## src/usbdc_pkg.sv

```systemverilog
package usbdc_pkg;
    // ------------------------------------------------------------
    // command codes
    // ------------------------------------------------------------
    localparam logic [7:0] CMD_IEN_WR = 8'hC2;
    localparam logic [7:0] CMD_IEN_RD = 8'hC3;
    localparam logic [7:0] CMD_CFG_WR = 8'hF0;
    localparam logic [7:0] CMD_CFG_RD = 8'hF1;
    localparam logic [7:0] CMD_CNT_WR = 8'hF2;
    localparam logic [7:0] CMD_CNT_RD = 8'hF3;
    localparam logic [7:0] CMD_SOFT_RST = 8'hF6;
    // ------------------------------------------------------------
    // dma_setup field positions
    // ------------------------------------------------------------
    localparam int BIT_COUNT_ZERO_END = 15;
    localparam int BIT_SHORT_END_MODE = 14;
    localparam int EP_SEL_LSB = 4;
    localparam int BIT_DMA_RUN = 3;
    localparam int BURST_LSB = 0;
    // ------------------------------------------------------------
    // irq_enable_mask event positions
    // ------------------------------------------------------------
    localparam int EV_BUS_RESET = 0;
    localparam int EV_RESUME = 1;
    localparam int EV_SUSPEND = 2;
    localparam int EV_TEND = 3;
    localparam int EV_FRAME = 4;
    localparam int EV_PSEUDO = 5;
    localparam int EV_SHORT = 6;
    localparam int EV_EP_LSB = 8;
    localparam int EV_W = 24;
    // ------------------------------------------------------------
    // reset values
    // ------------------------------------------------------------
    localparam logic [31:0] IEN_RST = 32'h0000_0000;
    localparam logic [15:0] CFG_RST = 16'h0000;
    localparam logic [15:0] CNT_RST = 16'h0000;
    // cs_n, rd_n and wr_n idle high; data and a0 low
    localparam logic [19:0] PIN_IDLE = 20'h70000;
    // ------------------------------------------------------------
    // timing and sizes
    // ------------------------------------------------------------
    localparam int CLK_PERIOD_NS = 50;
    localparam int IRQ_PULSE_NS = 166;
    localparam int IRQ_PULSE_FLOOR = IRQ_PULSE_NS / CLK_PERIOD_NS;
    localparam logic [2:0] IRQ_PULSE_CYC =
        3'((IRQ_PULSE_FLOOR < 1) ? 1 : IRQ_PULSE_FLOOR);
    localparam int FIFO_W = 8;
    localparam int FIFO_DEPTH = 4;
    typedef enum logic [2:0] {
        ST_IDLE = 3'b001,
        ST_WR = 3'b010,
        ST_RD = 3'b100
    } bus_state_e;
endpackage : usbdc_pkg

```

## src/dma_fifo_if.sv

```systemverilog
`timescale 1ns/1ps
interface dma_fifo_if #(parameter int W = 8);
    logic in_valid;
    logic [W-1:0] in_data;
    logic in_ready;
    logic out_valid;
    logic [W-1:0] out_data;
    logic out_ready;
    logic accept_en;
    logic flush;
    modport store (
        input in_valid, in_data, out_ready, accept_en, flush,
        output in_ready, out_valid, out_data
    );
    modport user (
        output in_valid, in_data, out_ready, accept_en, flush,
        input in_ready, out_valid, out_data
    );
endinterface : dma_fifo_if

```

## src/dma_fifo.sv

```systemverilog
`timescale 1ns/1ps
module dma_fifo #(
    parameter int W = 8,
    parameter int DEPTH = 4
) (
    // clock and reset
    input wire logic i_clock,
    input wire logic i_rst_n,
    // queue ports
    dma_fifo_if.store q
);
    localparam int AW = $clog2(DEPTH);
    logic [W-1:0] mem_r [DEPTH];
    logic [AW-1:0] wp_r;
    logic [AW-1:0] rp_r;
    logic [AW:0] cnt_r;
    logic [AW:0] cnt_nxt;
    logic ready_r;
    logic push;
    logic pop;

    assign push = q.in_valid && ready_r;
    assign pop = q.out_valid && q.out_ready;
    assign q.in_ready = ready_r;
    assign q.out_valid = (cnt_r != '0);
    assign q.out_data = mem_r[rp_r];

    always_comb begin
        cnt_nxt = cnt_r + (AW+1)'(push) - (AW+1)'(pop);
        if (q.flush) begin
            cnt_nxt = '0;
        end
    end

    // ready is a flop fed from the next count, so the source sees full in the cycle the queue fills
    always_ff @(posedge i_clock or negedge i_rst_n) begin
        if (!i_rst_n) begin
            cnt_r <= '0;
            wp_r <= '0;
            rp_r <= '0;
            ready_r <= 1'b0;
        end else begin
            cnt_r <= cnt_nxt;
            ready_r <= q.accept_en && (cnt_nxt != (AW+1)'(DEPTH));
            if (q.flush) begin
                wp_r <= '0;
                rp_r <= '0;
            end else begin
                if (push) begin
                    wp_r <= AW'(wp_r + 1'b1);
                end
                if (pop) begin
                    rp_r <= AW'(rp_r + 1'b1);
                end
            end
        end
    end

    always_ff @(posedge i_clock) begin
        if (push) begin
            mem_r[wp_r] <= q.in_data;
        end
    end
endmodule : dma_fifo

```

## src/usbdc_cfg_regs.sv

```systemverilog
`timescale 1ns/1ps
// Function
// - an event latches only if its enable bit is already set
// - usb bus reset leaves the interrupt enable mask unchanged
// - enable mask written by C2, read by C3, two words, low first
// - bits 23..10 enable endpoints 14..1, bit 9 ctrl in, 8 ctrl out
// - bits 6..0 gate short, pseudo frame, frame, end, suspend, resume, reset
// - dma setup written by F0, read by F1, one word
// - usb bus reset clears the run bit, other setup bits kept
// - bit 15 set ends the transfer when the byte count hits zero
// - bit 14 set ends the transfer on a short out packet
// - bits 7..4 select the dma endpoint
// - bit 3 write one runs, zero stops; reads back run state
// - bits 1..0 select burst of 1, 4, 8 or 16 bytes
// - F2 writes the transfer length, F3 reads bytes remaining
// - writing run one reloads the remaining count from the length
// - usb bus reset leaves the programmed length unchanged
// - F6 resets the registers like the hardware reset, except the pin synchronisers, read data, dma output byte, irq pulse count and irq pin
// - pin is high in reset, then follows polarity; pulse mode gives one short pulse
module usbdc_cfg_regs (
    // clock and reset
    input wire logic i_clock,
    input wire logic i_rst_n,
    // processor bus pins
    input wire logic i_cs_n,
    input wire logic i_rd_n,
    input wire logic i_wr_n,
    input wire logic i_a0,
    input wire logic [15:0] i_data,
    output logic [15:0] o_data,
    output logic o_data_oe,
    // device events, one-cycle pulses
    input wire logic [15:0] i_ep_events,
    input wire logic i_short_packet,
    input wire logic i_short_out,
    input wire logic i_pseudo_frame,
    input wire logic i_frame_start,
    input wire logic i_suspend,
    input wire logic i_resume,
    input wire logic i_bus_reset,
    // interrupt pin
    input wire logic i_irq_active_high,
    input wire logic i_irq_pulse_mode,
    input wire logic i_irq_clear,
    output logic [23:0] o_irq_latch,
    output logic o_device_irq_pin,
    // dma byte stream
    input wire logic i_dma_valid,
    input wire logic [7:0] i_dma_byte,
    output logic o_dma_ready,
    output logic o_dma_valid,
    output logic [7:0] o_dma_byte,
    input wire logic i_dma_ready,
    output logic [3:0] o_dma_endpoint_select,
    output logic [4:0] o_burst_bytes,
    output logic o_dma_run,
    output logic o_transfer_end
);
    // ------------------------------------------------------------
    // decoding helpers
    // ------------------------------------------------------------
    function automatic logic [1:0] cmd_words(input logic [7:0] c);
        unique case (c)
            usbdc_pkg::CMD_IEN_WR, usbdc_pkg::CMD_IEN_RD: cmd_words = 2'h2;
            usbdc_pkg::CMD_CFG_WR, usbdc_pkg::CMD_CFG_RD,
            usbdc_pkg::CMD_CNT_WR, usbdc_pkg::CMD_CNT_RD: cmd_words = 2'h1;
            default: cmd_words = 2'h0;
        endcase
    endfunction : cmd_words

    function automatic logic cmd_is_read(input logic [7:0] c);
        cmd_is_read = (c == usbdc_pkg::CMD_IEN_RD) ||
            (c == usbdc_pkg::CMD_CFG_RD) || (c == usbdc_pkg::CMD_CNT_RD);
    endfunction : cmd_is_read

    // ------------------------------------------------------------
    // pin synchronisers
    // ------------------------------------------------------------
    logic [19:0] s1_r;
    logic [19:0] s2_r;
    logic [19:0] s3_r;
    logic [19:0] lvl_r;
    logic [19:0] prev_r;
    logic wr_done;
    logic rd_start;
    logic rd_done;

    // a bit only moves once stages two and three agree
    always_ff @(posedge i_clock or negedge i_rst_n) begin
        if (!i_rst_n) begin
            s1_r <= usbdc_pkg::PIN_IDLE;
            s2_r <= usbdc_pkg::PIN_IDLE;
            s3_r <= usbdc_pkg::PIN_IDLE;
            lvl_r <= usbdc_pkg::PIN_IDLE;
            prev_r <= usbdc_pkg::PIN_IDLE;
        end else begin
            s1_r <= {i_a0, i_cs_n, i_rd_n, i_wr_n, i_data};
            s2_r <= s1_r;
            s3_r <= s2_r;
            lvl_r <= (s3_r & ~(s2_r ^ s3_r)) | (lvl_r & (s2_r ^ s3_r));
            prev_r <= lvl_r;
        end
    end

    // data and a0 are taken from the level before the strobe rose,
    // so they need only hold until the strobe edge itself
    assign wr_done = lvl_r[16] && !prev_r[16] && !prev_r[18];
    assign rd_start = !lvl_r[17] && prev_r[17] && !lvl_r[18];
    assign rd_done = lvl_r[17] && !prev_r[17] && !prev_r[18];

    // ------------------------------------------------------------
    // command sequencer
    // ------------------------------------------------------------
    usbdc_pkg::bus_state_e state_r;
    logic [7:0] cmd_r;
    logic word_r;
    logic wr_data;
    logic soft_rst;
    logic last_word;

    assign soft_rst = wr_done && prev_r[19] &&
        (prev_r[7:0] == usbdc_pkg::CMD_SOFT_RST);
    assign wr_data = wr_done && !prev_r[19] && (state_r == usbdc_pkg::ST_WR);
    assign last_word = (2'(word_r) + 2'h1) >= cmd_words(cmd_r);

    always_ff @(posedge i_clock or negedge i_rst_n) begin
        if (!i_rst_n) begin
            state_r <= usbdc_pkg::ST_IDLE;
            cmd_r <= 8'h00;
            word_r <= 1'b0;
        end else if (soft_rst) begin
            state_r <= usbdc_pkg::ST_IDLE;
            cmd_r <= 8'h00;
            word_r <= 1'b0;
        end else if (wr_done && prev_r[19]) begin
            cmd_r <= prev_r[7:0];
            word_r <= 1'b0;
            if (cmd_words(prev_r[7:0]) == 2'h0) begin
                state_r <= usbdc_pkg::ST_IDLE;
            end else if (cmd_is_read(prev_r[7:0])) begin
                state_r <= usbdc_pkg::ST_RD;
            end else begin
                state_r <= usbdc_pkg::ST_WR;
            end
        end else if (wr_data ||
                (rd_done && state_r == usbdc_pkg::ST_RD)) begin
            word_r <= !word_r;
            if (last_word) begin
                state_r <= usbdc_pkg::ST_IDLE;
            end
        end
    end

    // ------------------------------------------------------------
    // registers
    // ------------------------------------------------------------
    logic [31:0] ien_r;
    logic [15:0] cfg_r;
    logic [15:0] prog_cnt_r;
    logic [15:0] remain_r;
    logic run_r;
    logic run_nxt;
    logic cfg_wr;
    logic reload;
    logic pop;
    logic tend_now;

    assign cfg_wr = wr_data && (cmd_r == usbdc_pkg::CMD_CFG_WR);
    assign reload = cfg_wr && prev_r[usbdc_pkg::BIT_DMA_RUN];

    // bus reset has no term here: the mask survives it
    always_ff @(posedge i_clock or negedge i_rst_n) begin
        if (!i_rst_n) begin
            ien_r <= usbdc_pkg::IEN_RST;
        end else if (soft_rst) begin
            ien_r <= usbdc_pkg::IEN_RST;
        end else if (wr_data && cmd_r == usbdc_pkg::CMD_IEN_WR) begin
            if (word_r) begin
                ien_r[31:16] <= prev_r[15:0];
            end else begin
                ien_r[15:0] <= prev_r[15:0];
            end
        end
    end

    // run is held apart so the stored copy of bit 3 stays zero
    always_ff @(posedge i_clock or negedge i_rst_n) begin
        if (!i_rst_n) begin
            cfg_r <= usbdc_pkg::CFG_RST;
        end else if (soft_rst) begin
            cfg_r <= usbdc_pkg::CFG_RST;
        end else if (cfg_wr) begin
            cfg_r <= prev_r[15:0] & ~(16'h0001 << usbdc_pkg::BIT_DMA_RUN);
        end
    end

    always_comb begin
        run_nxt = run_r;
        if (tend_now) begin
            run_nxt = 1'b0;
        end
        if (cfg_wr) begin
            run_nxt = prev_r[usbdc_pkg::BIT_DMA_RUN];
        end
        if (i_bus_reset || soft_rst) begin
            run_nxt = 1'b0;
        end
    end

    always_ff @(posedge i_clock or negedge i_rst_n) begin
        if (!i_rst_n) begin
            run_r <= 1'b0;
        end else begin
            run_r <= run_nxt;
        end
    end

    always_ff @(posedge i_clock or negedge i_rst_n) begin
        if (!i_rst_n) begin
            prog_cnt_r <= usbdc_pkg::CNT_RST;
        end else if (soft_rst) begin
            prog_cnt_r <= usbdc_pkg::CNT_RST;
        end else if (wr_data && cmd_r == usbdc_pkg::CMD_CNT_WR) begin
            prog_cnt_r <= prev_r[15:0];
        end
    end

    // the count stops at zero rather than wrapping
    always_ff @(posedge i_clock or negedge i_rst_n) begin
        if (!i_rst_n) begin
            remain_r <= usbdc_pkg::CNT_RST;
        end else if (soft_rst) begin
            remain_r <= usbdc_pkg::CNT_RST;
        end else if (reload) begin
            remain_r <= prog_cnt_r;
        end else if (pop && remain_r != 16'h0000) begin
            remain_r <= remain_r - 16'h0001;
        end
    end

    // ------------------------------------------------------------
    // dma stream and transfer end
    // ------------------------------------------------------------
    dma_fifo_if #(.W(usbdc_pkg::FIFO_W)) fq ();

    dma_fifo #(
        .W(usbdc_pkg::FIFO_W),
        .DEPTH(usbdc_pkg::FIFO_DEPTH)
    ) u_fifo (
        .i_clock(i_clock),
        .i_rst_n(i_rst_n),
        .q(fq.store)
    );

    assign fq.in_valid = i_dma_valid;
    assign fq.in_data = i_dma_byte;
    assign fq.accept_en = run_nxt;
    assign fq.flush = soft_rst;
    assign fq.out_ready = run_r && (!o_dma_valid || i_dma_ready);
    assign o_dma_ready = fq.in_ready;
    assign pop = fq.out_valid && fq.out_ready;

    assign tend_now = run_r && (
        (pop && remain_r == 16'h0001 &&
            cfg_r[usbdc_pkg::BIT_COUNT_ZERO_END]) ||
        (i_short_out && cfg_r[usbdc_pkg::BIT_SHORT_END_MODE]));

    always_ff @(posedge i_clock or negedge i_rst_n) begin
        if (!i_rst_n) begin
            o_dma_valid <= 1'b0;
            o_dma_byte <= 8'h00;
            o_transfer_end <= 1'b0;
            o_dma_run <= 1'b0;
            o_dma_endpoint_select <= 4'h0;
            o_burst_bytes <= 5'h01;
        end else begin
            if (pop) begin
                o_dma_valid <= 1'b1;
                o_dma_byte <= fq.out_data;
            end else if (i_dma_ready || soft_rst) begin
                o_dma_valid <= 1'b0;
            end
            o_transfer_end <= tend_now;
            o_dma_run <= run_nxt;
            o_dma_endpoint_select <=
                cfg_r[usbdc_pkg::EP_SEL_LSB +: 4];
            unique case (cfg_r[usbdc_pkg::BURST_LSB +: 2])
                2'h0: o_burst_bytes <= 5'h01;
                2'h1: o_burst_bytes <= 5'h04;
                2'h2: o_burst_bytes <= 5'h08;
                2'h3: o_burst_bytes <= 5'h10;
            endcase
        end
    end

    // ------------------------------------------------------------
    // interrupt latching and pin
    // ------------------------------------------------------------
    logic [23:0] events;
    logic [23:0] latch;
    logic pending_r;
    logic [2:0] pulse_cnt_r;
    logic pin_act;

    // bits 23..8 endpoints, 7 reserved, 6..0 bus events with transfer end at 3
    assign events = {i_ep_events, 1'b0, i_short_packet, i_pseudo_frame,
        i_frame_start, tend_now, i_suspend, i_resume, i_bus_reset};
    // the mask is sampled at the event; a later enable cannot revive it
    assign latch = events & ien_r[23:0];
    assign pin_act = i_irq_pulse_mode ? (pulse_cnt_r != 3'h0) : pending_r;

    always_ff @(posedge i_clock or negedge i_rst_n) begin
        if (!i_rst_n) begin
            pending_r <= 1'b0;
            pulse_cnt_r <= 3'h0;
            o_irq_latch <= 24'h000000;
            o_device_irq_pin <= 1'b1;
        end else begin
            o_irq_latch <= soft_rst ? 24'h000000 : latch;
            if (soft_rst) begin
                pending_r <= 1'b0;
            end else if (|latch) begin
                pending_r <= 1'b1;
            end else if (i_irq_clear) begin
                pending_r <= 1'b0;
            end
            if (|latch && !soft_rst) begin
                pulse_cnt_r <= usbdc_pkg::IRQ_PULSE_CYC;
            end else if (pulse_cnt_r != 3'h0) begin
                pulse_cnt_r <= pulse_cnt_r - 3'h1;
            end
            o_device_irq_pin <= i_irq_active_high ? pin_act : !pin_act;
        end
    end

    // ------------------------------------------------------------
    // read data drive
    // ------------------------------------------------------------
    logic [15:0] rd_word;

    always_comb begin
        rd_word = 16'h0000;
        unique case (cmd_r)
            usbdc_pkg::CMD_IEN_RD: rd_word = word_r ? ien_r[31:16] : ien_r[15:0];
            usbdc_pkg::CMD_CFG_RD: rd_word =
                cfg_r | (16'(run_r) << usbdc_pkg::BIT_DMA_RUN);
            usbdc_pkg::CMD_CNT_RD: rd_word = remain_r;
            default: rd_word = 16'h0000;
        endcase
    end

    always_ff @(posedge i_clock or negedge i_rst_n) begin
        if (!i_rst_n) begin
            o_data <= 16'h0000;
            o_data_oe <= 1'b0;
        end else if (rd_start && state_r == usbdc_pkg::ST_RD &&
                !lvl_r[19]) begin
            o_data <= rd_word;
            o_data_oe <= 1'b1;
        end else if (lvl_r[17] || lvl_r[18]) begin
            o_data_oe <= 1'b0;
        end
    end
endmodule : usbdc_cfg_regs

```

## config.mk

```make
export PLATFORM = sky130hd
export DESIGN_NAME = usbdc_cfg_regs
export DESIGN_NICKNAME = d
export VERILOG_FILES = /design/src/usbdc_pkg.sv /design/src/dma_fifo_if.sv /design/src/dma_fifo.sv /design/src/usbdc_cfg_regs.sv
export SDC_FILE = /design/constraint.sdc
export NUM_CORES = 1
export LEC_CHECK = 0
export ABC_CLOCK_PERIOD_IN_PS = 3600
export BUFFER_PORTS_ARGS = -buffer_cell sky130_fd_sc_hd__buf_2
export CORE_MARGIN = 4
export CORE_UTILIZATION = 58
export DETAILED_ROUTE_END_ITERATION = 7
export GPL_TIMING_DRIVEN = 1
export PLACE_DENSITY_LB_ADDON = 0.15
export SYNTH_ARGS = -nofsm -noshare
export SYNTH_HDL_FRONTEND = slang
export SYNTH_SLANG_ARGS = --single-unit
```

## constraint.sdc

```tcl
create_clock -name i_clock -period 3.6 [get_ports i_clock]
set_input_delay 0.54 -clock i_clock [delete_from_list [all_inputs] [get_ports i_clock]]
set_output_delay 0.54 -clock i_clock [all_outputs]
set_load 0.01 [all_outputs]
```

======== Word-level counts from Yosys, hierarchy flattened ========
Memory sizes are Yosys's and may differ from the RTL's. A register that Yosys moved wholly into a read port is not among the register bits.
Index checks and enable logic that the tools add are counted.
word-level totals
  output and inout bits ................... 63
  logic and storage cells ................. 190
  memories kept ........................... 1
  bits in writable memories ............... 32
  flip-flop bits (word level) ............. 258
  input port bits ......................... 58
memory list
  memory        words  width  read ports  clocked after memory_dff  wr ports  RTL line        source
  u_fifo.mem_r  4      8      1           1                         1         dma_fifo.sv:13  logic [W-1:0] mem_r [DEPTH];
cells by class
  bitwise gates (word level) .............. 7
  $add $sub $neg .......................... 7
  reductions and logical operators ........ 74
  equality and inequality tests ........... 21
  order comparisons ....................... 1
  multiplexer cells ....................... 51
operators by type and width
  operator                 number
  $mux W16                 10
  $eq A8 B8 Y1 const B     13
  $mux W32                 2
  $pmux W16 S3             1
  $and A20 B20 Y20         2
  $logic_and A1 B1 Y1      27
  $mux W3                  9
  $and A24 B24 Y24         1
  $mux W24                 1
  $reduce_or A24 Y1        1
  $not A20 Y20             1
  $or A20 B20 Y20          1
  $pmux W5 S4              1
  $reduce_bool A2 Y1       10
  $xor A20 B20 Y20         1
  $reduce_bool A3 Y1       6
  $mux W1                  17
  $eq A16 B1 Y1 const B    1
  $mux W8                  2
  $or A16 B4 Y16           1
  $reduce_bool A16 Y1      1
  $sub A16 B1 Y16 const B  1
  $logic_not A1 Y1         12
  $mux W2                  6
  18 further kinds         33

======== Logic depth before layout (Yosys ltp) ========
  depth in word-level cells ............... 12
  gate-level depth with buffers ........... 13
  gate-level depth less buffers ........... 12

======== Hierarchy ========
A second synthesis with hierarchy kept.
second synthesis, totals
  cells, all modules ...................... 872
  area total of the unflattened synthesis .. 11457.2 µm²
modules (own cells, without submodules)
  module          times used  seq. area each (µm²)  area each (µm²)  cells each
  usbdc_cfg_regs  1           6403.6                9794.4           783
  dma_fifo        1           1161.1                1662.8           89

======== Least setup slack after synthesis ========
No wires, ideal clock.
  path kind ............................... flip-flop to flip-flop
  start point ............................. register u_fifo.cnt_r[1]
  end point ............................... register u_fifo.ready_r (netlist: u_fifo.q.in_ready)
  cell stages (with the launch flop) ...... 14
  path slack .............................. 0.598 ns
  data arrival time ....................... 2.923 ns
  required time ........................... 3.521 ns
  clock period less this slack ............ 3.002 ns
  buffers on the path ..................... 1
  library setup time ...................... 0.079 ns
  path through ............................ dfrtp_1 or3_1 nand3_1 inv_1 buf_1 ha_1 inv_1 ha_1 fa_1 xnor2_1 xnor2_1 nor3_1 or3_1 a21oi_1
on the way
  longest elaborated chain between the ends .. 10
  elaborated cells on any way between the ends .. 14
  classes of those cells .................. 2 x add/sub; 1 x eq/ne; 4 x mux; 7 x reduce/logical
ends and longest elaborated chain
  item                                                   RTL line               source
  from (decl)                                            dma_fifo.sv:16         logic [AW:0] cnt_r;
  from (signal assigned)                                 dma_fifo.sv:43         cnt_r <= cnt_nxt;
  $reduce_bool A3 Y1 (*)                                 dma_fifo.sv:25         assign q.out_valid = (cnt_r != '0);
  $logic_and A1 B1 Y1 (*)                                usbdc_cfg_regs.sv:261  assign pop = fq.out_valid && fq.out_ready;
  net pop                                                usbdc_cfg_regs.sv:165  logic pop;
  branches (longest 7 deep; another with $sub A3 B1 Y3)  --
  $logic_and A1 B1 Y1 (*)                                dma_fifo.sv:44         ready_r <= q.accept_en && (cnt_nxt != (AW+1)'(DEPTH));
  to (signal assigned)                                   dma_fifo.sv:44
  to (decl)                                              dma_fifo.sv:18         logic ready_r;
Mark *: on every way through the listed nets, which the timed path passes.
A chain may end at the register's enable or synchronous reset.

======== Worst setup path in the final report ========
  start point ............................. register u_fifo.cnt_r[1]
  end point ............................... register u_fifo.ready_r (netlist: u_fifo.q.in_ready)
on the way
  longest elaborated chain between the ends .. 10
  elaborated cells on any way between the ends .. 14
  classes of those cells .................. 2 x add/sub; 1 x eq/ne; 4 x mux; 7 x reduce/logical
ends and longest elaborated chain
  item                                                   RTL line
  branches (longest 9 deep; another with $add A3 B1 Y3)  --
  $logic_and A1 B1 Y1 (*)                                dma_fifo.sv:44
Mark *: on every way between the ends.

==> parameters.txt <==
Parameter                              Value

Routing
  Wire per inst    18.6 um
  Remaining design rule violation count    0
  Violation count after the first detailed-routing iteration    525
  Vias    7252
  Residual antenna-violating net count after detailed routing    0
  Detail-routed via count per cell    5.60
  Total detailed-routing wirelength    24200 um
  Pre-Repair DR Iteration Count    5

Floorplan
  Number of placed I/O pins    121
  Die area    22000 um^2
  Y dimension of the die    148 um
  Effective utilization at floorplan    0.588
  Placement row count    51
  Std-Cell Core Area    19400 um^2
  Die width    148 um

Worst setup path
  Crit path max-delay family    adder cells
  Critical-path cell list    or3_1, nand3_1, inv_1, ha_1, inv_1, ha_1, fa_1, xnor2_1, xnor2_1, nor3_1, or3_1, a21oi_1
  Crit Path Category    reg2reg
  CP Data Required Time    4.05 ns
  Slowest stage cell on the critical path    sky130_fd_sc_hd__fa_1
  Highest net fanout along the worst path    3
  Nature of the critical path endpoint    flop
  Worst stage delay on the critical path    0.41 ns
  Critical path data arrival time    3.28 ns
  CP Launch Type    flop
  Count of buffer and inverter cells on the critical path    2

Synth
  Proportion of register bits with asynchronous set or reset after synthesis    0.892
  Post-Syn Instances    883
  Most area-consuming cells after synthesis    sky130_fd_sc_hd__dfrtp_1 (54%), sky130_fd_sc_hd__edfxtp_1 (8.4%), sky130_fd_sc_hd__dfstp_2 (4.1%)
  Yosys top cell area share    0.538
  Leading area contributor after synthesis    sky130_fd_sc_hd__dfrtp_1
  Most common library cells after synthesis    sky130_fd_sc_hd__dfrtp_1 (245), sky130_fd_sc_hd__nand2_1 (84), sky130_fd_sc_hd__nor2_1 (84)
  Most used flip-flop cell after synthesis    sky130_fd_sc_hd__dfrtp_1
  Cell Area, Synth    11400 um^2
  Warnings from Yosys    0
  Number of different library cells in the post-synthesis netlist    60
  EDFF count, synth    32
  Most repeated cell in the gate-level netlist after synthesis    sky130_fd_sc_hd__dfrtp_1
  Average cell area after synthesis    12.9 um^2
  Synth Register Bits    295
  Share of the yosys chip area belonging to registers    0.663

Global routing
  Via count of the first global-routing pass    7280
  Gr ovfl total    0
  Number of antenna violations at the first check in global routing    0
  Global-route wire length before repair    39400 um
  Largest net degree at the start of global routing    76
  Total GRT Usage    0.224

STA
  RSZ-0062 raised after global routing    false
  Number of hold-slack violations in the final timing report    0
  Highest achievable clock rate    0.354 GHz
  Final Max Slew Viols    0
  Clock tree skew after final layout    0.0143 ns
  Post-layout minimum cycle time    2.83 ns
  Total Negative Setup Slacks    0 ns
  Fraction of the cycle the final worst path needs    0.786
  Setup Viol. Count Final    0
  Worst-Margin Slew    0.982 ns
  Max_slew headroom    0.346

Finish
  Number of antenna repair diodes    0
  Ratio of cells with drive above 1 in the final layout    0.244
  Area delta synth->final    16.5%
  Count of nets after finishing    1080

Clock network
  Clock tree from TritonCTS    built
  Clk slew on worst S/H paths    0.06 ns
  CTS Buffer Depth    3
  Post-CTS Resized    0
  CTS root buf    sky130_fd_sc_hd__clkbuf_16
  Clock latency at the later pin of the worst-skew pair    0.54 ns
  CTS sink count    295
  Clock buffer count from CTS    29
  Maximum level of the CTS H-tree    1

Place
  GPL Wtd Cong    0.829
  PortBufs    118
  DP Wirelength    16200 um

Hold path
  Hold Crit Class    in2reg

Run status
  Status    finished, final reports clean

Pwr
  P per Cell Area    538 nW/um^2
  Standby leakage power    6.14 nW
  IR Drop Worst-Case VDD    0.412 mV
  Design Power    7.15 mW

Flow run
  Number of max-capacitance violations reported    0
state kept, by name (all words and copies together) (netlist names), 15 cells and up, named ones only:
name and cells:
s2_r 20, remain_r 16, s3_r 20, o_irq_latch 23, s1_r 20, u_fifo.mem_r 32
ien_r 32, o_data 16, cfg_r 15, prog_cnt_r 16, prev_r 20
layout make-up:
class	count	area [um^2]
Inverter	19	71.3
Tap cell	265	332
Clock inverter	10	83.8
Clock buffer	44	863
Timing Repair Buffer	140	793
Fill cell	1457	6110
Sequential cell	295	7560
Multi-Input combinational cell	523	3580
placed cells by master, fill, tap and decap left out, types with 13 or more instances in the layout:
cell	netlist	routed
sky130_fd_sc_hd__a21oi_1	32	32
sky130_fd_sc_hd__a22oi_1	32	32
sky130_fd_sc_hd__buf_2	9	117
sky130_fd_sc_hd__buf_4	5	19
sky130_fd_sc_hd__clkbuf_16	0	30
sky130_fd_sc_hd__dfrtp_1	245	245
sky130_fd_sc_hd__dfstp_2	18	18
sky130_fd_sc_hd__edfxtp_1	32	32
sky130_fd_sc_hd__ha_1	13	13
sky130_fd_sc_hd__inv_1	19	19
sky130_fd_sc_hd__maj3_1	20	20
sky130_fd_sc_hd__mux2_2	25	25
sky130_fd_sc_hd__mux2i_1	43	43
sky130_fd_sc_hd__nand2_1	84	84
sky130_fd_sc_hd__nor2_1	84	84
sky130_fd_sc_hd__o21ai_0	45	45
sky130_fd_sc_hd__xnor2_1	20	20
worst paths after layout:
path                            startpoint  cells after the start  slack [ns]           endpoint
max in group asynchronous          i_rst_n                      3        2.11   o_device_irq_pin
hold reg to reg                    s1_r[6]                      0        0.35            s2_r[6]
hold / removal                      i_wr_n                      1        0.09           s1_r[16]
setup reg to reg           u_fifo.cnt_r[1]                     12        0.77  u_fifo.q.in_ready
min in group asynchronous          i_rst_n                      2        0.53      o_dma_byte[5]
setup / recovery           u_fifo.cnt_r[1]                     12        0.77  u_fifo.q.in_ready
worst register-to-register path, stage by stage, from the launching register on:
cell and delay [ns]:
sky130_fd_sc_hd__dfrtp_1 0.40, sky130_fd_sc_hd__or3_1 0.37, sky130_fd_sc_hd__nand3_1 0.11, sky130_fd_sc_hd__inv_1 0.06, sky130_fd_sc_hd__ha_1 0.27, sky130_fd_sc_hd__inv_1 0.04
sky130_fd_sc_hd__ha_1 0.20, sky130_fd_sc_hd__fa_1 0.41, sky130_fd_sc_hd__xnor2_1 0.22, sky130_fd_sc_hd__xnor2_1 0.18, sky130_fd_sc_hd__nor3_1 0.06, sky130_fd_sc_hd__or3_1 0.31
sky130_fd_sc_hd__a21oi_1 0.12
power by group:
group	internal (mW)	switching, mW	total (mW)	leakage, nW
logic	0.235	0.238	0.473	2.09
clock network	1.72	1.22	2.94	0.465
registers	3.56	0.169	3.73	3.58
per-layer routing:
layer,GRT usage,vias up,share of wire
met5,0,-,0
met4,0.0550,0,0.015
met3,0.0387,26,0.065
met2,0.341,238,0.46
met1,0.343,3642,0.46
li1,-,3346,-
what timing repair did:
action	CTS	global route
hold buffers	1	0
endpoints found under the hold margin	6	0
setup buffers	0	0
per-stage QoR:
step | instances | setup slack [ns] | utilization | area (um^2) | hold WS, ns
5_1_grt | 1296 | 0.564 | 0.685 | 13300 | 0.0791
3_5_place_dp | 1241 | 0.751 | 0.635 | 12300 | 0.335
2_1_floorplan | 884 | 0.598 | - | 11400 | 0.244
3_3_place_gp | 1241 | 0.828 | 0.635 | 12300 | 0.332
4_1_cts | 1296 | 0.765 | 0.685 | 13300 | 0.0774
6_report | 1296 | 0.772 | 0.685 | 13300 | 0.0948
cell families (layout without fill, tap and decap cells):
logic type,Yosys count,in the layout,share of synthesized area
flops,295,295,0.663
simple gates,264,264,0.117
compound gates,125,125,0.0660
mux,76,76,0.0782
buf+inv,66,213,0.0244
fa+ha+maj,34,34,0.0336
xor+xnor,22,22,0.0169
other cells,1,2,0.000329
No activity file was read; power rests on OpenSTA's default activity.
